$ cat config.mk
export PLATFORM = sky130hd
export DESIGN_NAME = status_register_sets
export DESIGN_NICKNAME = d
export VERILOG_FILES = /design/src/status_sets_pkg.sv /design/src/status_register_sets.sv /design/src/status_event_set.sv /design/src/status_cond_pulse.sv
export VERILOG_INCLUDE_DIRS = /design/src
export SDC_FILE = /design/constraint.sdc
export NUM_CORES = 1
export LEC_CHECK = 0
export ABC_AREA = 1
export BUFFER_PORTS_ARGS = -buffer_cell sky130_fd_sc_hd__buf_2
export CORE_MARGIN = 5
export CORE_UTILIZATION = 30
export DETAILED_ROUTE_END_ITERATION = 10
export PLACE_DENSITY = 0.54
export SLEW_MARGIN = 0
export SYNTH_ARGS = -nofsm -noshare
export SYNTH_HDL_FRONTEND = slang
export SYNTH_SLANG_ARGS = --single-unit
export TNS_END_PERCENT = 100
$ cat constraint.sdc
create_clock -name clock_in -period 1.75 [get_ports clock_in]
set_clock_uncertainty 0.2 [all_clocks]
set_input_delay 0.175 -clock clock_in [delete_from_list [all_inputs] [get_ports clock_in]]
set_output_delay 0.175 -clock clock_in [all_outputs]
set_load 0.1 [all_outputs]
$ cat src/status_sets_cfg.svh
// Offsets, widths and reset values of the status register sets
`ifndef STATUS_SETS_CFG_SVH
`define STATUS_SETS_CFG_SVH

// ----------------------------------------------------------------
// Widths
// ----------------------------------------------------------------
`define SS_WORD_W 15
`define SS_DATA_W 16
`define SS_ADDR_W 4
`define SS_IRQ_W 2

// ----------------------------------------------------------------
// Register offsets
// ----------------------------------------------------------------
`define SS_QP_EVT_ADDR 4'h0
`define SS_QP_COND_ADDR 4'h1
`define SS_QP_NTR_ADDR 4'h2
`define SS_QP_PTR_ADDR 4'h3
`define SS_QP_EN_ADDR 4'h4
`define SS_QD_PTR_ADDR 4'h5
`define SS_USR_EN_ADDR 4'h6
`define SS_USR_EVT_ADDR 4'h7
`define SS_USR_PULSE_ADDR 4'h8
`define SS_USR_COND_ADDR 4'h9
`define SS_IRQ_STAT_ADDR 4'hA
`define SS_IRQ_MASK_ADDR 4'hB

// ----------------------------------------------------------------
// Interrupt status bits and fixed filters
// ----------------------------------------------------------------
`define SS_IRQ_QP_BIT 0
`define SS_IRQ_USR_BIT 1
`define SS_USR_RISE_MASK 15'h7FFF
`define SS_USR_FALL_MASK 15'h0000
`define SS_RESET_WORD 15'h0000

`endif

$ cat src/status_sets_pkg.sv
// Types shared by the status register set modules
`include "status_sets_cfg.svh"

package status_sets_pkg;

  typedef logic [`SS_WORD_W-1:0] status_word_type;
  typedef logic [`SS_DATA_W-1:0] bus_data_type;
  typedef logic [`SS_ADDR_W-1:0] bus_addr_type;
  typedef logic [`SS_IRQ_W-1:0] irq_bits_type;

  typedef struct packed {
    status_word_type cond_last;
    status_word_type events;
    logic summary;
  } event_state_type;

  typedef struct packed {
    status_word_type cond;
  } pulse_state_type;

  typedef struct packed {
    status_word_type qp_ntr;
    status_word_type qp_ptr;
    status_word_type qp_en;
    status_word_type qd_ptr;
    status_word_type usr_en;
    irq_bits_type irq_stat;
    irq_bits_type irq_mask;
    bus_data_type rd_data;
    logic irq;
  } bank_state_type;

endpackage

$ cat src/status_register_sets.sv
// Register bank for the questionable power, questionable data and user status sets
`timescale 1ns/10ps
`default_nettype none

module status_register_sets
  import status_sets_pkg::*;
(
  input wire logic clock_in,
  input wire logic nrst_in,
  input wire status_sets_pkg::bus_addr_type addr_in,
  input wire status_sets_pkg::bus_data_type wr_data_in,
  input wire logic wr_in,
  input wire logic rd_in,
  input wire status_sets_pkg::status_word_type qp_cond_in,
  input wire logic preset_in,
  output status_sets_pkg::bus_data_type rd_data_out,
  output status_sets_pkg::status_word_type qd_ptr_out,
  output logic qp_summary_out,
  output logic user_summary_out,
  output logic irq_out
);

  bank_state_type st_r;
  bank_state_type st_nxt;
  status_word_type qp_events;
  status_word_type usr_events;
  status_word_type usr_cond;
  status_word_type wr_word;
  logic qp_sum;
  logic usr_sum;
  logic qp_rd_clr;
  logic usr_rd_clr;
  logic usr_pulse;

  // ----------------------------------------------------------------
  // Helpers
  // ----------------------------------------------------------------
  function automatic logic hit(input logic strobe, input bus_addr_type a,
                               input bus_addr_type offs);
    hit = strobe && (a == offs);
  endfunction

  function automatic bus_data_type widen(input status_word_type w);
    widen = {1'b0, w};
  endfunction

  // Bit 15 is outside the documented range and is dropped
  assign wr_word = wr_data_in[`SS_WORD_W-1:0];
  assign qp_rd_clr = hit(rd_in, addr_in, `SS_QP_EVT_ADDR);
  assign usr_rd_clr = hit(rd_in, addr_in, `SS_USR_EVT_ADDR);
  assign usr_pulse = hit(wr_in, addr_in, `SS_USR_PULSE_ADDR);

  // ----------------------------------------------------------------
  // Register sets
  // ----------------------------------------------------------------
  status_event_set qp_set (
    .clock_in(clock_in),
    .nrst_in(nrst_in),
    .cond_in(qp_cond_in),
    .rise_mask_in(st_r.qp_ptr),
    .fall_mask_in(st_r.qp_ntr),
    .enable_in(st_r.qp_en),
    .clear_in(qp_rd_clr),
    .preset_in(preset_in),
    .event_out(qp_events),
    .summary_out(qp_sum)
  );

  status_cond_pulse usr_pulser (
    .clock_in(clock_in),
    .nrst_in(nrst_in),
    .pulse_in(usr_pulse),
    .weight_in(wr_word),
    .cond_out(usr_cond)
  );

  status_event_set usr_set (
    .clock_in(clock_in),
    .nrst_in(nrst_in),
    .cond_in(usr_cond),
    .rise_mask_in(`SS_USR_RISE_MASK),
    .fall_mask_in(`SS_USR_FALL_MASK),
    .enable_in(st_r.usr_en),
    .clear_in(usr_rd_clr),
    .preset_in(preset_in),
    .event_out(usr_events),
    .summary_out(usr_sum)
  );

  // ----------------------------------------------------------------
  // Bus writes, reads and interrupt
  // ----------------------------------------------------------------
  // Preset is deliberately absent here: filters and masks survive it
  always_comb
  begin
    st_nxt = st_r;
    if (hit(wr_in, addr_in, `SS_QP_NTR_ADDR))
      st_nxt.qp_ntr = wr_word;
    if (hit(wr_in, addr_in, `SS_QP_PTR_ADDR))
      st_nxt.qp_ptr = wr_word;
    if (hit(wr_in, addr_in, `SS_QP_EN_ADDR))
      st_nxt.qp_en = wr_word;
    if (hit(wr_in, addr_in, `SS_QD_PTR_ADDR))
      st_nxt.qd_ptr = wr_word;
    if (hit(wr_in, addr_in, `SS_USR_EN_ADDR))
      st_nxt.usr_en = wr_word;
    if (hit(wr_in, addr_in, `SS_IRQ_MASK_ADDR))
      st_nxt.irq_mask = wr_data_in[`SS_IRQ_W-1:0];
    // Write one to clear; a summary still high sets the bit again
    if (hit(wr_in, addr_in, `SS_IRQ_STAT_ADDR))
      st_nxt.irq_stat = st_r.irq_stat & ~wr_data_in[`SS_IRQ_W-1:0];
    st_nxt.irq_stat[`SS_IRQ_QP_BIT] = st_nxt.irq_stat[`SS_IRQ_QP_BIT] | qp_sum;
    st_nxt.irq_stat[`SS_IRQ_USR_BIT] = st_nxt.irq_stat[`SS_IRQ_USR_BIT] | usr_sum;
    st_nxt.irq = |(st_r.irq_stat & st_r.irq_mask);
    // Read data stand for one cycle only, zero otherwise
    st_nxt.rd_data = '0;
    if (rd_in)
    begin
      unique case (addr_in)
        `SS_QP_EVT_ADDR: st_nxt.rd_data = widen(qp_events);
        `SS_QP_COND_ADDR: st_nxt.rd_data = widen(qp_cond_in);
        `SS_QP_NTR_ADDR: st_nxt.rd_data = widen(st_r.qp_ntr);
        `SS_QP_PTR_ADDR: st_nxt.rd_data = widen(st_r.qp_ptr);
        `SS_QP_EN_ADDR: st_nxt.rd_data = widen(st_r.qp_en);
        `SS_QD_PTR_ADDR: st_nxt.rd_data = widen(st_r.qd_ptr);
        `SS_USR_EN_ADDR: st_nxt.rd_data = widen(st_r.usr_en);
        `SS_USR_EVT_ADDR: st_nxt.rd_data = widen(usr_events);
        `SS_USR_COND_ADDR: st_nxt.rd_data = widen(usr_cond);
        `SS_IRQ_STAT_ADDR: st_nxt.rd_data = {14'h0000, st_r.irq_stat};
        `SS_IRQ_MASK_ADDR: st_nxt.rd_data = {14'h0000, st_r.irq_mask};
        default: st_nxt.rd_data = '0;
      endcase
    end
  end

  always_ff @(posedge clock_in)
  begin
    if (!nrst_in)
      st_r <= '0;
    else
      st_r <= st_nxt;
  end

  assign rd_data_out = st_r.rd_data;
  assign qd_ptr_out = st_r.qd_ptr;
  assign irq_out = st_r.irq;

  // Summaries pass through one more flop so that outputs stay registered
  logic qp_sum_r;
  logic usr_sum_r;

  always_ff @(posedge clock_in)
  begin
    if (!nrst_in)
    begin
      qp_sum_r <= 1'b0;
      usr_sum_r <= 1'b0;
    end
    else
    begin
      qp_sum_r <= qp_sum;
      usr_sum_r <= usr_sum;
    end
  end

  assign qp_summary_out = qp_sum_r;
  assign user_summary_out = usr_sum_r;

  // ----------------------------------------------------------------
  // Checks
  // ----------------------------------------------------------------
  a_qp_event_read: assert property (@(posedge clock_in) disable iff (!nrst_in)
    hit(rd_in, addr_in, `SS_QP_EVT_ADDR) |=> (rd_data_out == {1'b0, $past(qp_events)}))
    else $error("power event read returned wrong sum");

  a_usr_event_read: assert property (@(posedge clock_in) disable iff (!nrst_in)
    hit(rd_in, addr_in, `SS_USR_EVT_ADDR) |=> (rd_data_out == {1'b0, $past(usr_events)}))
    else $error("user event read returned wrong sum");

  a_usr_read_clear: assert property (@(posedge clock_in) disable iff (!nrst_in)
    (hit(rd_in, addr_in, `SS_USR_EVT_ADDR) && !usr_pulse && (usr_cond == 15'h0000))
    |=> (usr_events == 15'h0000))
    else $error("user event register not cleared by its read");

  a_qp_ntr_load: assert property (@(posedge clock_in) disable iff (!nrst_in)
    hit(wr_in, addr_in, `SS_QP_NTR_ADDR) |=> (st_r.qp_ntr == $past(wr_data_in[14:0])))
    else $error("power falling filter not loaded");

  a_qp_ptr_load: assert property (@(posedge clock_in) disable iff (!nrst_in)
    hit(wr_in, addr_in, `SS_QP_PTR_ADDR) |=> (st_r.qp_ptr == $past(wr_data_in[14:0])))
    else $error("power rising filter not loaded");

  a_qd_ptr_load: assert property (@(posedge clock_in) disable iff (!nrst_in)
    hit(wr_in, addr_in, `SS_QD_PTR_ADDR) |=> (qd_ptr_out == $past(wr_data_in[14:0])))
    else $error("data rising filter not loaded");

  a_usr_en_load: assert property (@(posedge clock_in) disable iff (!nrst_in)
    hit(wr_in, addr_in, `SS_USR_EN_ADDR) ##1 !wr_in |=> (st_r.usr_en == $past(wr_data_in[14:0], 2)))
    else $error("user enable mask not loaded");

  a_preset_keeps: assert property (@(posedge clock_in) disable iff (!nrst_in)
    (preset_in && !wr_in) |=> ($stable(st_r.qp_ntr) && $stable(st_r.qp_ptr)
      && $stable(st_r.qp_en) && $stable(st_r.qd_ptr) && $stable(st_r.usr_en)))
    else $error("preset altered a filter or mask");

  a_filter_read: assert property (@(posedge clock_in) disable iff (!nrst_in)
    hit(rd_in, addr_in, `SS_QP_PTR_ADDR) |=> (rd_data_out == {1'b0, $past(st_r.qp_ptr)}))
    else $error("filter read returned wrong contents");

  // ----------------------------------------------------------------
  // Further read, write and interrupt checks
  // ----------------------------------------------------------------
  // Read data must fall back to zero so that a stale word never looks fresh
  a_rd_idle_zero: assert property (@(posedge clock_in) disable iff (!nrst_in)
    !rd_in
    |=> (rd_data_out == 16'h0000))
    else $error("read data not zero outside a read");

  a_rd_top_bit: assert property (@(posedge clock_in) disable iff (!nrst_in)
    rd_in
    |=> !rd_data_out[`SS_DATA_W-1])
    else $error("read data bit 15 is not zero");

  a_unmapped_read: assert property (@(posedge clock_in) disable iff (!nrst_in)
    (rd_in && (addr_in > `SS_IRQ_MASK_ADDR))
    |=> (rd_data_out == 16'h0000))
    else $error("unmapped read not zero");

  a_pulse_addr_read: assert property (@(posedge clock_in) disable iff (!nrst_in)
    hit(rd_in, addr_in, `SS_USR_PULSE_ADDR)
    |=> (rd_data_out == 16'h0000))
    else $error("write only pulse index read not zero");

  a_ntr_read: assert property (@(posedge clock_in) disable iff (!nrst_in)
    hit(rd_in, addr_in, `SS_QP_NTR_ADDR)
    |=> (rd_data_out == {1'b0, $past(st_r.qp_ntr)}))
    else $error("falling filter read wrong");

  a_qp_en_read: assert property (@(posedge clock_in) disable iff (!nrst_in)
    hit(rd_in, addr_in, `SS_QP_EN_ADDR)
    |=> (rd_data_out == {1'b0, $past(st_r.qp_en)}))
    else $error("power enable read wrong");

  a_qd_ptr_read: assert property (@(posedge clock_in) disable iff (!nrst_in)
    hit(rd_in, addr_in, `SS_QD_PTR_ADDR)
    |=> (rd_data_out == {1'b0, $past(st_r.qd_ptr)}))
    else $error("data rising filter read wrong");

  a_usr_en_read: assert property (@(posedge clock_in) disable iff (!nrst_in)
    hit(rd_in, addr_in, `SS_USR_EN_ADDR)
    |=> (rd_data_out == {1'b0, $past(st_r.usr_en)}))
    else $error("user enable read wrong");

  a_qp_cond_read: assert property (@(posedge clock_in) disable iff (!nrst_in)
    hit(rd_in, addr_in, `SS_QP_COND_ADDR)
    |=> (rd_data_out == {1'b0, $past(qp_cond_in)}))
    else $error("power condition read wrong");

  a_usr_cond_read: assert property (@(posedge clock_in) disable iff (!nrst_in)
    hit(rd_in, addr_in, `SS_USR_COND_ADDR)
    |=> (rd_data_out == {1'b0, $past(usr_cond)}))
    else $error("user condition read wrong");

  a_irq_stat_read: assert property (@(posedge clock_in) disable iff (!nrst_in)
    hit(rd_in, addr_in, `SS_IRQ_STAT_ADDR)
    |=> (rd_data_out == {14'h0000, $past(st_r.irq_stat)}))
    else $error("interrupt status read wrong");

  a_irq_mask_read: assert property (@(posedge clock_in) disable iff (!nrst_in)
    hit(rd_in, addr_in, `SS_IRQ_MASK_ADDR)
    |=> (rd_data_out == {14'h0000, $past(st_r.irq_mask)}))
    else $error("interrupt mask read wrong");

  a_qp_en_load: assert property (@(posedge clock_in) disable iff (!nrst_in)
    hit(wr_in, addr_in, `SS_QP_EN_ADDR)
    |=> (st_r.qp_en == $past(wr_data_in[`SS_WORD_W-1:0])))
    else $error("power enable not loaded");

  a_irq_mask_load: assert property (@(posedge clock_in) disable iff (!nrst_in)
    hit(wr_in, addr_in, `SS_IRQ_MASK_ADDR)
    |=> (st_r.irq_mask == $past(wr_data_in[`SS_IRQ_W-1:0])))
    else $error("interrupt mask not loaded");

  // Filters and masks move only on their own writes
  a_cfg_hold: assert property (@(posedge clock_in) disable iff (!nrst_in)
    !wr_in
    |=> ($stable(st_r.qp_ntr) && $stable(st_r.qp_ptr) && $stable(st_r.qp_en)
      && $stable(st_r.qd_ptr) && $stable(st_r.usr_en) && $stable(st_r.irq_mask)))
    else $error("filter or mask changed without a write");

  a_qp_read_clear: assert property (@(posedge clock_in) disable iff (!nrst_in)
    (hit(rd_in, addr_in, `SS_QP_EVT_ADDR) && (qp_cond_in == $past(qp_cond_in)))
    |=> (qp_events == 15'h0000))
    else $error("power event register not cleared by its read");

  a_preset_clears: assert property (@(posedge clock_in) disable iff (!nrst_in)
    (preset_in && (qp_cond_in == $past(qp_cond_in)) && (usr_cond == 15'h0000))
    |=> ((qp_events == 15'h0000) && (usr_events == 15'h0000)))
    else $error("preset did not clear the event registers");

  a_pulse_reaches_cond: assert property (@(posedge clock_in) disable iff (!nrst_in)
    usr_pulse
    |=> (usr_cond == $past(wr_word)))
    else $error("pulse weight did not reach user condition");

  a_irq_qp_set: assert property (@(posedge clock_in) disable iff (!nrst_in)
    qp_sum
    |=> st_r.irq_stat[`SS_IRQ_QP_BIT])
    else $error("power summary did not set interrupt status");

  a_irq_usr_set: assert property (@(posedge clock_in) disable iff (!nrst_in)
    usr_sum
    |=> st_r.irq_stat[`SS_IRQ_USR_BIT])
    else $error("user summary did not set interrupt status");

  a_irq_w1c: assert property (@(posedge clock_in) disable iff (!nrst_in)
    (hit(wr_in, addr_in, `SS_IRQ_STAT_ADDR) && (wr_data_in[`SS_IRQ_W-1:0] == 2'b11) && !qp_sum && !usr_sum)
    |=> (st_r.irq_stat == 2'b00))
    else $error("interrupt status not cleared by write one");

  a_qp_summary_out: assert property (@(posedge clock_in) disable iff (!nrst_in)
    ##1
    (qp_summary_out == $past(qp_sum)))
    else $error("power summary output does not follow its set");

  a_usr_summary_out: assert property (@(posedge clock_in) disable iff (!nrst_in)
    ##1
    (user_summary_out == $past(usr_sum)))
    else $error("user summary output does not follow its set");

endmodule

`default_nettype wire

$ cat src/status_event_set.sv
// One event register with transition filters, read clear and summary bit
`timescale 1ns/10ps
`default_nettype none

module status_event_set
  import status_sets_pkg::*;
(
  input wire logic clock_in,
  input wire logic nrst_in,
  input wire status_sets_pkg::status_word_type cond_in,
  input wire status_sets_pkg::status_word_type rise_mask_in,
  input wire status_sets_pkg::status_word_type fall_mask_in,
  input wire status_sets_pkg::status_word_type enable_in,
  input wire logic clear_in,
  input wire logic preset_in,
  output status_sets_pkg::status_word_type event_out,
  output logic summary_out
);

  event_state_type st_r;
  event_state_type st_nxt;
  status_word_type set_bits;

  // ----------------------------------------------------------------
  // Next state
  // ----------------------------------------------------------------
  always_comb
  begin
    st_nxt = st_r;
    set_bits = (cond_in & ~st_r.cond_last & rise_mask_in)
             | (~cond_in & st_r.cond_last & fall_mask_in);
    st_nxt.cond_last = cond_in;
    // A new transition in the clearing cycle is kept, not lost
    st_nxt.events = ((clear_in || preset_in) ? `SS_RESET_WORD : st_r.events)
                  | set_bits;
    st_nxt.summary = |(st_r.events & enable_in);
  end

  always_ff @(posedge clock_in)
  begin
    if (!nrst_in)
      st_r <= '0;
    else
      st_r <= st_nxt;
  end

  assign event_out = st_r.events;
  assign summary_out = st_r.summary;

  // ----------------------------------------------------------------
  // Checks
  // ----------------------------------------------------------------
  a_event_rise_latch: assert property (@(posedge clock_in) disable iff (!nrst_in)
    (|(cond_in & ~st_r.cond_last & rise_mask_in))
    |=> (|(st_r.events & $past(cond_in & ~st_r.cond_last & rise_mask_in))))
    else $error("rising condition with filter set did not latch event");

  a_event_read_clear: assert property (@(posedge clock_in) disable iff (!nrst_in)
    (clear_in && (set_bits == `SS_RESET_WORD)) |=> (st_r.events == `SS_RESET_WORD))
    else $error("event register not cleared after read");

  a_summary_follows: assert property (@(posedge clock_in) disable iff (!nrst_in)
    ##1 (summary_out == |($past(st_r.events) & $past(enable_in))))
    else $error("summary does not match masked events");

endmodule

`default_nettype wire

$ cat src/status_cond_pulse.sv
// Condition register whose bits rest at zero and are pulsed by command
`timescale 1ns/10ps
`default_nettype none

module status_cond_pulse
  import status_sets_pkg::*;
(
  input wire logic clock_in,
  input wire logic nrst_in,
  input wire logic pulse_in,
  input wire status_sets_pkg::status_word_type weight_in,
  output status_sets_pkg::status_word_type cond_out
);

  pulse_state_type st_r;
  pulse_state_type st_nxt;

  // ----------------------------------------------------------------
  // Next state
  // ----------------------------------------------------------------
  // One cycle high is enough for the event set to see both edges
  always_comb
  begin
    st_nxt = st_r;
    st_nxt.cond = pulse_in ? weight_in : `SS_RESET_WORD;
  end

  always_ff @(posedge clock_in)
  begin
    if (!nrst_in)
      st_r <= '0;
    else
      st_r <= st_nxt;
  end

  assign cond_out = st_r.cond;

  // ----------------------------------------------------------------
  // Checks
  // ----------------------------------------------------------------
  a_pulse_one_cycle: assert property (@(posedge clock_in) disable iff (!nrst_in)
    (pulse_in ##1 !pulse_in) |=> (cond_out == `SS_RESET_WORD))
    else $error("user condition bits did not return to zero");

  a_pulse_weight: assert property (@(posedge clock_in) disable iff (!nrst_in)
    pulse_in |=> (cond_out == $past(weight_in)))
    else $error("pulsed condition bits differ from weight");

endmodule

`default_nettype wire

After elaboration in Yosys (flattened, before gate mapping)

Cells that the tools add are included.

Register bits: 175
Input bits: 40
Output and inout port bits: 34

Equal/unequal tests: 11
Muxes and demuxes: 4
Bitwise operators: 18
Reductions and logical operators: 18

Operator list:

| operator             | count |
|---|---|
| $pmux W15 S11        | 1 |
| $and A15 B15 Y15     | 7 |
| $not A15 Y15         | 3 |
| $or A15 B15 Y15      | 3 |
| $mux W15             | 2 |
| $reduce_or A15 Y1    | 2 |
| $eq A4 B3 Y1 const B | 4 |
| $eq A4 B4 Y1 const B | 4 |
| $logic_and A1 B1 Y1  | 10 |
| $eq A4 B2 Y1 const B | 2 |
| $and A2 B2 Y2        | 2 |
| $eq A4 B1 Y1 const B | 1 |
| $logic_not A4 Y1     | 1 |
| $reduce_and A2 Y1    | 2 |
| $logic_or A1 B1 Y1   | 2 |
| $mux W2              | 1 |
| $not A2 Y2           | 1 |
| $or A1 B1 Y1         | 2 |
| $reduce_or A2 Y1     | 1 |

Longest topological paths before layout

Depth in word-level cells: 5
Depth in mapped cells: 10
Mapped depth without buffers: 9

Hierarchy

A second synthesis with hierarchy kept.

Cells, all modules: 1,213
Area, all modules: 8,375.5 um2

Modules (own cells, without submodules):

| module               | times used | cells an instance | area each (um2) | seq. area each (um2) |
|---|---|---|---|---|
| status_register_sets | 1          | 760               | 4,912.2         | 1,941.9 |
| status_event_set     | 2          | 203               | 1,501.4         | 620.6 |
| status_cond_pulse    | 1          | 47                | 460.4           | 300.3 |

Least setup slack after synthesis

No wires, ideal clock.

Path kind: input to register
Start point: in wr_in
End point: reg st_r[51] (netlist bit)
Library setup time: 0.128 ns
Data arrival time: 0.969 ns
Required time: 1.422 ns
Path slack: 0.453 ns
Cell stages on the path: 5
Buffers on the path: 2
Cell sequence: clkbuf_1 -> nand2_1 -> nor2_1 -> clkbuf_1 -> a21oi_1

Word-level cells in the longest chain between the ends: 1

Ends and longest elaborated chain:

| item                   | line                        | source |
|---|---|---|
| start: declaration     | status_register_sets.sv:12  | `input wire logic wr_in,` |
| $logic_and A1 B1 Y1    | status_register_sets.sv:40  | `hit = strobe && (a == offs);` |
| end signal: assignment | status_register_sets.sv:141 | `st_r <= st_nxt;` |
| end: declaration       | status_register_sets.sv:23  | `bank_state_type st_r;` |

No other way between the ends.
A chain may end at the register's enable or synchronous reset.

Worst setup path after layout

Start point: reg st_r, in the netlist qd_ptr_out[6]
End point: out qd_ptr_out[6]

RTL lines:

| item             | line                       | source |
|---|---|---|
| end: declaration | status_register_sets.sv:17 | `output status_sets_pkg::status_word_type qd_ptr_out,` |

No word-level cell between the ends.

==> results.yml <==
outcome:
  status: "completed"
power_and_ir_drop:
  finalPower_mw: 8.699
  p_leak_nw: 4.176
  vdd_drop_max_mv: 0.5182
  power_density_mw_per_mm2: 961.5
yosys:
  synthCells: 1062
  syn-num-nets: 1102
  synthesis.area_mm2: 0.007495
  yosysSeqAreaShare_pct: 46.48
  yosysUniqueCellTypes: 23
  synth_area_per_cell_um2: 7.057
  synth_seq_cells: 174
  ys_warn_count: 0
worst_setup_path:
  path_delay_family: "buffers and inverters"
  cp_slowest_stage_delay_ns: 0.46
  r2r_cells: 6
  cp_max_fo: 3
  cp-startpoint: "qd_ptr_out[6]"
  endpoint: "qd_ptr_out[6]"
  r2r_end: "rd_data_out[11]"
  rrSetupSlack_ns: 0.52
  reg2reg_from: "qp_set.event_out[11]"
  cp-end-kind: "primary output"
  worst-path-stages: 1
  startpoint_type: "register"
  worstPathArrival_ns: 1.30
  crit_buf_inv: 1
  cpMaxStageDelayCell: "buf_2"
  required_ns: 1.37
  criticalPathCategory: "register to primary output"
  crit_chain: "buf_2"
drt:
  drt-pass1-iter-count: 4
  drt_iter0_markers: 562
  vias: 6837
  wl_mm: 22.23
  drc_errors: 0
  ant_nets: 0
  wire_per_inst_um: 15.22
  vias_per_cell: 4.680
grt:
  track_usage_pct: 15.95
  grt_max_degree: 73
  grt.overflow.total: 0
  grt_pass1_vias: 6562
  antenna_found_initial: 0
  grt_first_pass_wirelength_mm: 35.58
cells_and_area:
  drive_above_1_share_pct: 12.40
  num-nets-final: 1164
  fin_util_pct: 36.99
  layout_common_cells: "193 x nand2_1, 174 x dfxtp_1, 159 x inv_1"
  final_common_cell: "nand2_1"
  n_antenna_cell: 0
  syn_to_final_growth_pct: 20.72
timing:
  period_needed_ns: 1.678
  timing_hold_violations_final: 0
  final-max-slew-violation-count: 0
  fmax_ghz: 0.5961
  tightest_slew_ns: 0.5794
  fin_setup_tns_ns: 0
  rsz0062_at_grt: "no"
  relSlewSlack_pct: 61.33
  period_share_pct: 95.86
  setup_viol: 0
clock_network:
  worstSkewPairLatency_ns: 0.44
  cts_resized: 0
  cts_tree: "yes"
  clk_path_buf_depth: 2
  ctsHoldBuffers: 33
  post-cts-setup-buffers: 0
  cts-htree-levels: 4
  cts_buffers: 17
  path_clk_slew_ns: 0.07
  cts_sinks: 174
  root_buffer: "clkbuf_16"
floorplanning:
  core_mm2: 0.02446
  fp.dieW_um: 168.1
  io_pins: 74
  num_rows: 57
  initial_core_util_pct: 30.64
  die_area_mm2: 0.02824
  die_y_um: 168.1
run:
  maxCapViolations: 0
hold_path:
  hp-class: "input port to register"
place:
  port_buffers: 71
  place.gp.congestion: 0.8484
  hpwl_mm: 15.46
## cell type report
class                           instances  area, um2
Timing Repair Buffer                  131       1028
Inverter                              164      615.6
Fill cell                            2631      15410
Clock buffer                           18      439.2
Multi-Input combinational cell        636       2908
Sequential cell                       174       3483
Clock inverter                         14      167.7
Tap cell                              324      405.4
## through the flow
stage | std cells | hold WS (ns) | cell area [um2] | worst slack [ns]
CTS | 1461 | 0.07792 | 9047 | 0.07387
floorplan | 1062 | 0.06845 | 7495 | 0.4528
finish | 1461 | 0.09490 | 9047 | 0.07239
global placement | 1396 | 0.1685 | 8110 | 0.09618
global route | 1461 | 0.1174 | 9047 | 0.04025
detailed placement | 1396 | 0.1727 | 8110 | 0.08852
## logic make-up after synthesis
| logic type | share of synthesized area (%) |
|---|---|
| other | 0.05004 |
| buffers and inverters | 14.72 |
| and+or+nand+nor | 24.86 |
| AOI/OAI and AO/OA | 13.89 |
| DFF | 46.48 |
## cells in the mapped netlist (all sizes together)
cell type	count	area share, %
nand2	193	9.7
dfxtp	174	46
inv	163	8.2
nand3	138	9.2
a21oi	94	6.3
o21ai	94	6.3
nor2	78	4.3
buf	62	5.2
clkbuf	26	1.3
a31oi	15	1.3
nor3	15	1.0
nand4	7	0.67
clkinv	1	0.050
conb	1	0.050
o22ai	1	0.084
## where the power goes
| part | total (mW) | leakage (nW) | internal [mW] | switching, mW |
|---|---|---|---|---|
| Combinational | 0.697 | 2.47 | 0.223 | 0.475 |
| Sequential | 4.08 | 1.41 | 4.03 | 0.0454 |
| Clock | 3.93 | 0.292 | 2.28 | 1.64 |
| Total | 8.70 | 4.18 | 6.54 | 2.16 |
## worst reg2reg max path, cell delays in order (launching register included)
cell and delay [ns]:
dfxtp_1 0.33, nand3_1 0.08, nand2_1 0.06, nor2_1 0.23
nand3_1 0.13, nand2_1 0.08, inv_1 0.04
## metal layers
layer,up-vias,global-route usage (%),wire length (um)
li1,3482,-,-
met2,164,26.69,10500
met3,25,2.907,1003
met1,3166,21.37,10440
met5,-,0,0
met4,0,3.917,291
## worst min path at each step
stage,from,endpoint,slack [ns],cells past startpoint
after floorplan,qp_cond_in[0],qp_set.st_r[16],0.07,2
after global placement,qp_cond_in[8],qp_set.st_r[24],0.17,3
after detailed placement,qp_cond_in[2],qp_set.st_r[18],0.17,3
after CTS,addr_in[2],st_r[17],0.08,4
after global routing,addr_in[2],st_r[18],0.12,4
final,addr_in[2],st_r[17],0.09,4
## registers in the layout, indices dropped and copies added (netlist names), 15 cells and up
register             count
qd_ptr_out              15
qp_set.event_out        15
qp_set.st_r             15
rd_data_out             15
st_r                    64
usr_pulser.cond_out     15
usr_set.event_out       15
usr_set.st_r            15
Note: power is estimated with default switching activity, not from simulation.
